**src/wdsc_cfg.svh**
```systemverilog
// Timing figures and reset values of the watch display and set control.
`ifndef WDSC_CFG_SVH
`define WDSC_CFG_SVH

`define WDSC_CLK_MHZ 40
`define WDSC_DEB_US 62500
`define WDSC_SEC_US 1000000
`define WDSC_HALF_US 500000
`define WDSC_MD_US 1500000

`define WDSC_RST_MONTH 4'h1
`define WDSC_RST_DATE 5'h01
`define WDSC_RST_HOUR 5'h00
`define WDSC_RST_MINUTE 6'h00
`define WDSC_RST_SECOND 6'h00

`define WDSC_MON_MAX 6'h0C
`define WDSC_HOUR_MAX 6'h17
`define WDSC_MS_MAX 6'h3B
`define WDSC_PM_HOUR 5'h0C

`endif

```
**src/wdsc_pkg.sv**
```systemverilog
// Types shared by the watch display and set control.
package wdsc_pkg;

   // Display views and set states, one hot.
   typedef enum logic [6:0] {
      WDSC_V_HM = 7'h01,
      WDSC_V_MD = 7'h02,
      WDSC_V_SEC = 7'h04,
      WDSC_S_MON = 7'h08,
      WDSC_S_DATE = 7'h10,
      WDSC_S_HOUR = 7'h20,
      WDSC_S_MIN = 7'h40
   } wdsc_mode_t;

   // Calendar and time of day, plain binary, hour in 24 hour form.
   typedef struct packed {
      logic [3:0] month;
      logic [4:0] date;
      logic [4:0] hour;
      logic [5:0] minute;
      logic [5:0] second;
   } wdsc_time_t;

   // State of one button debouncer.
   typedef struct packed {
      logic level;
      logic press;
      logic [31:0] cnt;
   } wdsc_deb_t;

endpackage

```
**src/wdsc_debounce.sv**
```systemverilog
// Button debouncer that reports a settled level and a press pulse.
`timescale 1ns/10ps
`default_nettype none
`include "wdsc_cfg.svh"

module wdsc_debounce
   import wdsc_pkg::*;
#(
   parameter int unsigned DEB_CYC = `WDSC_DEB_US * `WDSC_CLK_MHZ
)
(
   input wire logic mclk,
   input wire logic rst_n,
   input wire logic raw,
   output var logic level,
   output var logic press
);

   wdsc_deb_t st_reg;
   wdsc_deb_t st_next;

   // A new level is accepted only after it has stood for the whole period.
   always_comb
   begin
      st_next = st_reg;
      st_next.press = 1'b0;
      if (raw == st_reg.level)
      begin
         st_next.cnt = 32'h0;
      end
      else if (st_reg.cnt == 32'(DEB_CYC - 1))
      begin
         st_next.cnt = 32'h0;
         st_next.level = raw;
         st_next.press = raw;
      end
      else
      begin
         st_next.cnt = st_reg.cnt + 32'h1;
      end
   end

   // State register.
   always_ff @(posedge mclk or negedge rst_n)
   begin
      if (!rst_n)
      begin
         st_reg <= '0;
      end
      else
      begin
         st_reg <= st_next;
      end
   end

   // Outputs come straight from the state flops.
   assign level = st_reg.level;
   assign press = st_reg.press;
endmodule
`default_nettype wire

```
**src/wdsc_top.sv**
```systemverilog
// Display view selection, set sequence and timekeeping of the watch.
`timescale 1ns/10ps
`default_nettype none
`include "wdsc_cfg.svh"

// Contract
// - Normal display shows hours and minutes continuously.
// - One display press shows month and date about 1.5 s, then returns.
// - Second display press switches to seconds view, held until next press.
// - A display press in seconds view returns to hours and minutes.
// - Set press from normal display enters month set with month flashing.
// - In set states a held display button steps the field at 2 Hz.
// - Each display press in a set state steps the field once.
// - Set press in month set moves to date set.
// - Set press in date set moves to hour set with AM/PM indicator.
// - Set press in hour set moves to minute set with minutes flashing.
// - Stepping minutes halts timekeeping and forces seconds to 00.
// - After minutes were stepped, last set press restarts from 00 seconds.
// - Otherwise the last set press returns without touching seconds.
module wdsc_top
   import wdsc_pkg::*;
#(
   parameter int unsigned DEB_CYC = `WDSC_DEB_US * `WDSC_CLK_MHZ,
   parameter int unsigned SEC_CYC = `WDSC_SEC_US * `WDSC_CLK_MHZ,
   parameter int unsigned HALF_CYC = `WDSC_HALF_US * `WDSC_CLK_MHZ,
   parameter int unsigned MD_CYC = `WDSC_MD_US * `WDSC_CLK_MHZ
)
(
   input wire logic mclk,
   input wire logic arst_n,
   input wire logic disp_btn,
   input wire logic set_btn,
   output var wdsc_pkg::wdsc_mode_t mode_out,
   output var wdsc_pkg::wdsc_time_t time_out,
   output var logic pm_out,
   output var logic blink_out
);

   import wdsc_pkg::*;

   typedef struct packed {
      wdsc_mode_t mode;
      wdsc_time_t tm;
      logic pm;
      logic blink;
      logic halted;
      logic min_adv;
      logic [31:0] sec_cnt;
      logic [31:0] half_cnt;
      logic [31:0] view_cnt;
   } wdsc_state_t;

   wdsc_state_t st_reg;
   wdsc_state_t st_next;
   logic [1:0] rst_sync_reg;
   logic rst_n;
   logic disp_level;
   logic disp_press;
   logic set_press;
   logic sec_tick;
   logic half_tick;
   logic set_mode;
   logic step;

   // Step a field by one, wrapping from its top value to its bottom value.
   function automatic logic [5:0] wdsc_step(input logic [5:0] v,
      input logic [5:0] lo, input logic [5:0] hi);
      return (v >= hi) ? lo : v + 6'h01;
   endfunction

   // Days of a month; February always has 29, leap years are not tracked.
   function automatic logic [4:0] wdsc_days(input logic [3:0] m);
      unique case (m)
         4'h2: return 5'h1D;
         4'h4, 4'h6, 4'h9, 4'hB: return 5'h1E;
         default: return 5'h1F;
      endcase
   endfunction

   // Reset release through two flops; assertion stays asynchronous.
   always_ff @(posedge mclk or negedge arst_n)
   begin
      if (!arst_n)
      begin
         rst_sync_reg <= 2'b00;
      end
      else
      begin
         rst_sync_reg <= {rst_sync_reg[0], 1'b1};
      end
   end
   assign rst_n = rst_sync_reg[1];

   // Both buttons pass through the same debouncer.
   wdsc_debounce #(.DEB_CYC(DEB_CYC)) u_deb_disp (
      .mclk(mclk),
      .rst_n(rst_n),
      .raw(disp_btn),
      .level(disp_level),
      .press(disp_press)
   );

   wdsc_debounce #(.DEB_CYC(DEB_CYC)) u_deb_set (
      .mclk(mclk),
      .rst_n(rst_n),
      .raw(set_btn),
      .level(),
      .press(set_press)
   );

   // Tick decode shared by timekeeping, blinking and auto stepping.
   assign sec_tick = !st_reg.halted && st_reg.sec_cnt == 32'(SEC_CYC - 1);
   assign half_tick = st_reg.half_cnt == 32'(HALF_CYC - 1);
   assign set_mode = st_reg.mode inside {WDSC_S_MON, WDSC_S_DATE,
      WDSC_S_HOUR, WDSC_S_MIN};
   assign step = set_mode && (disp_press || (disp_level && half_tick));

   // Next state: dividers, time of day, then view and set handling.
   always_comb
   begin
      st_next = st_reg;
      // The second divider is held at zero while timekeeping is halted.
      if (st_reg.halted || sec_tick)
      begin
         st_next.sec_cnt = 32'h0;
      end
      else
      begin
         st_next.sec_cnt = st_reg.sec_cnt + 32'h1;
      end
      // A fresh press restarts the half second divider, so the first auto
      // step comes a full half second after the single step.
      if (half_tick || disp_press)
      begin
         st_next.half_cnt = 32'h0;
      end
      else
      begin
         st_next.half_cnt = st_reg.half_cnt + 32'h1;
      end
      if (half_tick)
      begin
         st_next.blink = !st_reg.blink;
      end
      // Carry chain of the running clock and calendar.
      if (sec_tick)
      begin
         st_next.tm.second = wdsc_step(st_reg.tm.second, 6'h00, `WDSC_MS_MAX);
         if (st_reg.tm.second == `WDSC_MS_MAX)
         begin
            st_next.tm.minute = wdsc_step(st_reg.tm.minute, 6'h00,
               `WDSC_MS_MAX);
            if (st_reg.tm.minute == `WDSC_MS_MAX)
            begin
               st_next.tm.hour = 5'(wdsc_step({1'b0, st_reg.tm.hour}, 6'h00,
                  `WDSC_HOUR_MAX));
               if (st_reg.tm.hour == 5'(`WDSC_HOUR_MAX))
               begin
                  st_next.tm.date = 5'(wdsc_step({1'b0, st_reg.tm.date},
                     6'h01, {1'b0, wdsc_days(st_reg.tm.month)}));
                  if (st_reg.tm.date == wdsc_days(st_reg.tm.month))
                  begin
                     st_next.tm.month = 4'(wdsc_step({2'b00, st_reg.tm.month},
                        6'h01, `WDSC_MON_MAX));
                  end
               end
            end
         end
      end
      // View and set sequence; edits land after the carry chain.
      unique case (st_reg.mode)
         WDSC_V_HM:
         begin
            if (set_press)
            begin
               st_next.mode = WDSC_S_MON;
            end
            else if (disp_press)
            begin
               st_next.mode = WDSC_V_MD;
               st_next.view_cnt = 32'h0;
            end
         end
         WDSC_V_MD:
         begin
            st_next.view_cnt = st_reg.view_cnt + 32'h1;
            if (disp_press)
            begin
               st_next.mode = WDSC_V_SEC;
            end
            else if (st_reg.view_cnt == 32'(MD_CYC - 1))
            begin
               st_next.mode = WDSC_V_HM;
            end
         end
         WDSC_V_SEC:
         begin
            if (disp_press)
            begin
               st_next.mode = WDSC_V_HM;
            end
         end
         WDSC_S_MON:
         begin
            if (set_press)
            begin
               st_next.mode = WDSC_S_DATE;
            end
            else if (step)
            begin
               st_next.tm.month = 4'(wdsc_step({2'b00, st_reg.tm.month},
                  6'h01, `WDSC_MON_MAX));
               // Keep the date legal for the shorter month.
               if (st_reg.tm.date > wdsc_days(st_next.tm.month))
               begin
                  st_next.tm.date = wdsc_days(st_next.tm.month);
               end
            end
         end
         WDSC_S_DATE:
         begin
            if (set_press)
            begin
               st_next.mode = WDSC_S_HOUR;
            end
            else if (step)
            begin
               st_next.tm.date = 5'(wdsc_step({1'b0, st_reg.tm.date}, 6'h01,
                  {1'b0, wdsc_days(st_reg.tm.month)}));
            end
         end
         WDSC_S_HOUR:
         begin
            if (set_press)
            begin
               st_next.mode = WDSC_S_MIN;
            end
            else if (step)
            begin
               st_next.tm.hour = 5'(wdsc_step({1'b0, st_reg.tm.hour}, 6'h00,
                  `WDSC_HOUR_MAX));
            end
         end
         WDSC_S_MIN:
         begin
            if (set_press)
            begin
               st_next.mode = WDSC_V_HM;
               st_next.min_adv = 1'b0;
               if (st_reg.min_adv)
               begin
                  st_next.halted = 1'b0;
                  st_next.tm.second = 6'h00;
                  st_next.sec_cnt = 32'h0;
               end
            end
            else if (step)
            begin
               st_next.tm.minute = wdsc_step(st_reg.tm.minute, 6'h00,
                  `WDSC_MS_MAX);
               st_next.tm.second = 6'h00;
               st_next.halted = 1'b1;
               st_next.min_adv = 1'b1;
               st_next.sec_cnt = 32'h0;
            end
         end
      endcase
      st_next.pm = st_next.tm.hour >= `WDSC_PM_HOUR;
   end

   // State register.
   always_ff @(posedge mclk or negedge rst_n)
   begin
      if (!rst_n)
      begin
         st_reg <= '0;
         st_reg.mode <= WDSC_V_HM;
         st_reg.tm <= {`WDSC_RST_MONTH, `WDSC_RST_DATE, `WDSC_RST_HOUR,
            `WDSC_RST_MINUTE, `WDSC_RST_SECOND};
      end
      else
      begin
         st_reg <= st_next;
      end
   end

   // Outputs come straight from the state flops.
   assign mode_out = st_reg.mode;
   assign time_out = st_reg.tm;
   assign pm_out = st_reg.pm;
   assign blink_out = st_reg.blink;
endmodule
`default_nettype wire

```
**config.mk**
```make
export PLATFORM = sky130hd
export DESIGN_NAME = wdsc_top
export DESIGN_NICKNAME = d
export VERILOG_FILES = /design/src/wdsc_pkg.sv /design/src/wdsc_debounce.sv /design/src/wdsc_top.sv
export VERILOG_INCLUDE_DIRS = /design/src
export SDC_FILE = /design/constraint.sdc
export NUM_CORES = 1
export LEC_CHECK = 0
export ABC_CLOCK_PERIOD_IN_PS = 6700
export BUFFER_PORTS_ARGS = -buffer_cell sky130_fd_sc_hd__buf_2
export CAP_MARGIN = 10
export CORE_UTILIZATION = 63
export DETAILED_ROUTE_END_ITERATION = 8
export PLACE_DENSITY = 0.81
export SLEW_MARGIN = 5
export SYNTH_ARGS = -nofsm -noshare
export SYNTH_HDL_FRONTEND = slang
export SYNTH_SLANG_ARGS = --single-unit
```
**constraint.sdc**
```tcl
create_clock -name mclk -period 6.7 [get_ports mclk]
set_clock_uncertainty 0.1 [all_clocks]
set_input_delay 0.67 -clock mclk [delete_from_list [all_inputs] [get_ports mclk]]
set_output_delay 0.67 -clock mclk [all_outputs]
set_load 0.02 [all_outputs]
```
==> impl_metrics.csv <==
group,metric,value,unit
logic_synthesis,synth_adder_area_share,1.97,%
grt,grtUsageTotal,24.7,%
final_layout,final_core_util,70.0,%
logic_synthesis,synth_ff_type,"dfrtp_1",
placed_design,routabilityCongestion,0.820,
floorplan,num_io_pins,39,
final_layout,stdcell_count,1403,
floorplan,row_count,47,
setup_path,critPathCaptureType,"flip-flop",
final_layout,layout_commonest_cell,"nor2_1",
drt,firstDrtPassIters,4,
timing,tns,0,ps
grt,antenna_found_initial,0,
setup_path,ff2ff_path_depth,6,
setup_path,cpPeakStageDelay,920,ps
setup_path,r2r_slack,3370,ps
timing,slew_violations,0,
placed_design,io_buffers,38,
drt,drc,0,
setup_path,path_class,"flip-flop to flip-flop",
timing,tightest_slew,1100,ps
placed_design,placed_cells,1360,
final_layout,nFillCells,1227,
logic_synthesis,syn_nets,1183,
logic_synthesis,synth_compound_area_share,6.45,%
logic_synthesis,synth-simple-area-share,27.3,%
hold_path,hold_class,"flip-flop to asynchronous set/reset pin",
logic_synthesis,synth_xor_xnor_area_share,11.4,%
logic_synthesis,seq_area_frac_synth,47.1,%
grt,grt_first_pass_wirelength,36400,µm
final_layout,fin_area,11600,µm²
floorplan,core,16600,µm²
drt,num_vias,8199,
final_layout,multi_input_comb_area,5230,µm²
grt,grt_pass1_vias,7728,
logic_synthesis,syn_inst,1162,
floorplan,die_w,133,µm
logic_synthesis,synth.largest_area_cell,"dfrtp_1",
logic_synthesis,async_flop_share,100,%
floorplan,die_area,17700,µm²
final_layout,nets,1187,
setup_path,r2r_end,"st_reg[84]",
drt,ant_nets,0,
drt,post_drt_wl_per_cell,15.2,µm
drt,drt-initial-drc-count,554,
timing,slew_headroom,26.8,%
pwr,leakage,4.88,nW
final_layout,regArea,5090,µm²
timing,fmax,0.301,GHz
floorplan,initial_core_util,64.9,%
clock_network,cts_made_buffers,23,
timing,layout_worst_path_cycle_share,49.7,%
clock_network,clk_latency,510,ps
clock_network,max-clock-path-buffers,3,
grt,gr-total-overflow,0,
setup_path,arrival,3570,ps
grt,grt_max_degree,167,
setup_path,crit_start,"st_reg[57]",
setup_path,path_max_fanout,32,
run,max-cap-violations,0,
logic_synthesis,synth_area_per_cell,9.30,µm²
clock_network,postCtsSetupBuffers,0,
final_layout,final_cell_mix,"nor2_1 (222), dfrtp_1 (199), nand2_1 (87)",
setup_path,timing.critical_path.slowest_stage_cell,"or3_1",
pwr,power_density,231,nW/µm²
setup_path,path_cells,"nor4b_1, and4_4, a41oi_4, a2111oi_4, or3_1, nor2_1",
logic_synthesis,synth.area.mux_share,1.19,%
placed_design,post_dp_cell_area,10900,µm²
logic_synthesis,synth_edf_count,0,
logic_synthesis,ys.warnings.count,0,
drt,vias_per_cell,5.84,
logic_synthesis,synth_top_family_by_area,"simple AND/OR/NAND/NOR gates",
clock_network,cts_tree,"done",
timing,rsz0062_at_grt,"false",
setup_path,path_delay_family,"simple AND/OR/NAND/NOR gates",
timing,fin_crit,3330,ps
pwr,max-vdd-ir-drop,195,µV
logic_synthesis,syn_area,10800,µm²
final_layout,n_antenna_cell,0,
final_layout,drive_above_1_share,8.96,%
final_layout,largest_register_ffs,98,
clock_network,htreeDepth,1,
clock_network,cts_root_buf,"clkbuf_16",
setup_path,critPathRequiredTime,6940,ps
logic_synthesis,yosysTopAreaCellShare,46.3,%
setup_path,path_buf_inv,0,
setup_path,reg2reg_from,"st_reg[57]",
setup_path,cp-start-kind,"flip-flop",
clock_network,cts.clk_slew.worst_paths,60,ps
logic_synthesis,synthTopCellsByArea,"dfrtp_1 (46%), nor2_1 (7.7%), xor2_1 (5.9%), xnor2_1 (5.5%), nand3_1 (3.6%)",
clock_network,clock_sinks,203,
status,status,"finished clean",
timing,hold_viol,0,
logic_synthesis,ys_seq_elements,203,
final_layout,areaGrowthSynthToFinish,7.81,%
logic_synthesis,ys_types,73,
placed_design,hpwlAfterDp,14000,µm
floorplan,die_h,133,µm
timing,setup_viol,0,
drt,routed_wl,21300,µm
report_power, final:
group	switching [mW]	total (mW)	leakage, nW	internal [mW]
logic	0.0899	0.146	1.85	0.0565
registers	0.0714	1.35	2.67	1.28
clock network	0.481	1.19	0.357	0.713
total	0.642	2.69	4.88	2.05
worst max path at each step:
stage / end / slack [ps] / cells past startpoint
after floorplan: blink_out / 530 / 0
after global placement: st_reg[67] / 3560 / 7
after detailed placement: st_reg[84] / 3420 / 6
after CTS: st_reg[84] / 3390 / 6
after global routing: st_reg[75] / 3170 / 7
final: st_reg[84] / 3370 / 6
cells by family after synthesis:
logic type	after synthesis
other	1
buffers and inverters	90
XOR/XNOR	141
AO/OA/AOI/OAI	104
adder cells (fa/ha/maj)	17
AND/OR/NAND/NOR	594
flip-flops	203
multiplexers	12
layout make-up:
cell class / count / share of cell area [%]
clock inverter: 3 / 0.161
sequential: 203 / 43.7
timing repair buffer: 40 / 1.89
clock buffer: 39 / 6.06
inverter: 29 / 0.935
tap: 220 / 2.36
multi-input combinational: 869 / 44.9
per-stage QoR:
step	power [mW]	setup slack [ps]	hold WS (ps)
CTS	2.71	3390	209
global placement	1.51	3560	204
global route	2.80	3170	237
floorplan	1.48	530	231
finish	2.69	3370	188
detailed placement	1.52	3420	209
worst reg2reg max path: stages, from the launching register on:
cell and delay (ps):
dfrtp_1 400, nor4b_1 460, and4_4 340, a41oi_4 160, a2111oi_4 610, or3_1 930, nor2_1 160
cell usage after synthesis (6+ instances only):
library cell and instances:
nand2_1 87, and4_1 7, nand4_1 36, or3_1 13
clkbuf_1 22, xor2_1 73, nor3_1 24, and2_1 8
nor4b_1 10, or4_1 7, o21ai_0 36, dfrtp_1 200
nor4_1 29, mux2_2 6, nand3_1 78, nor2b_1 7
a21oi_1 23, inv_1 29, ha_1 17, nand2b_1 8
or2_2 9, and3_1 24, buf_4 34, xnor2_1 68
nor2_1 222
metal layers:
layer  track usage [%]  vias up  routed length [µm]
met5                 0        -                   0
met4              7.15        0                 503
met3              3.91       40                 877
met2              39.3      144                9890
met1              35.2     4023               10000
li1                  -     3992                   -
what timing repair did:
item	4_1_cts	5_1_grt
resized for setup	0	0
endpoints found under the hold margin	2	0
hold buffers	1	0
setup endpoints to repair	0	0
Note: power is estimated with default switching activity, not from simulation.
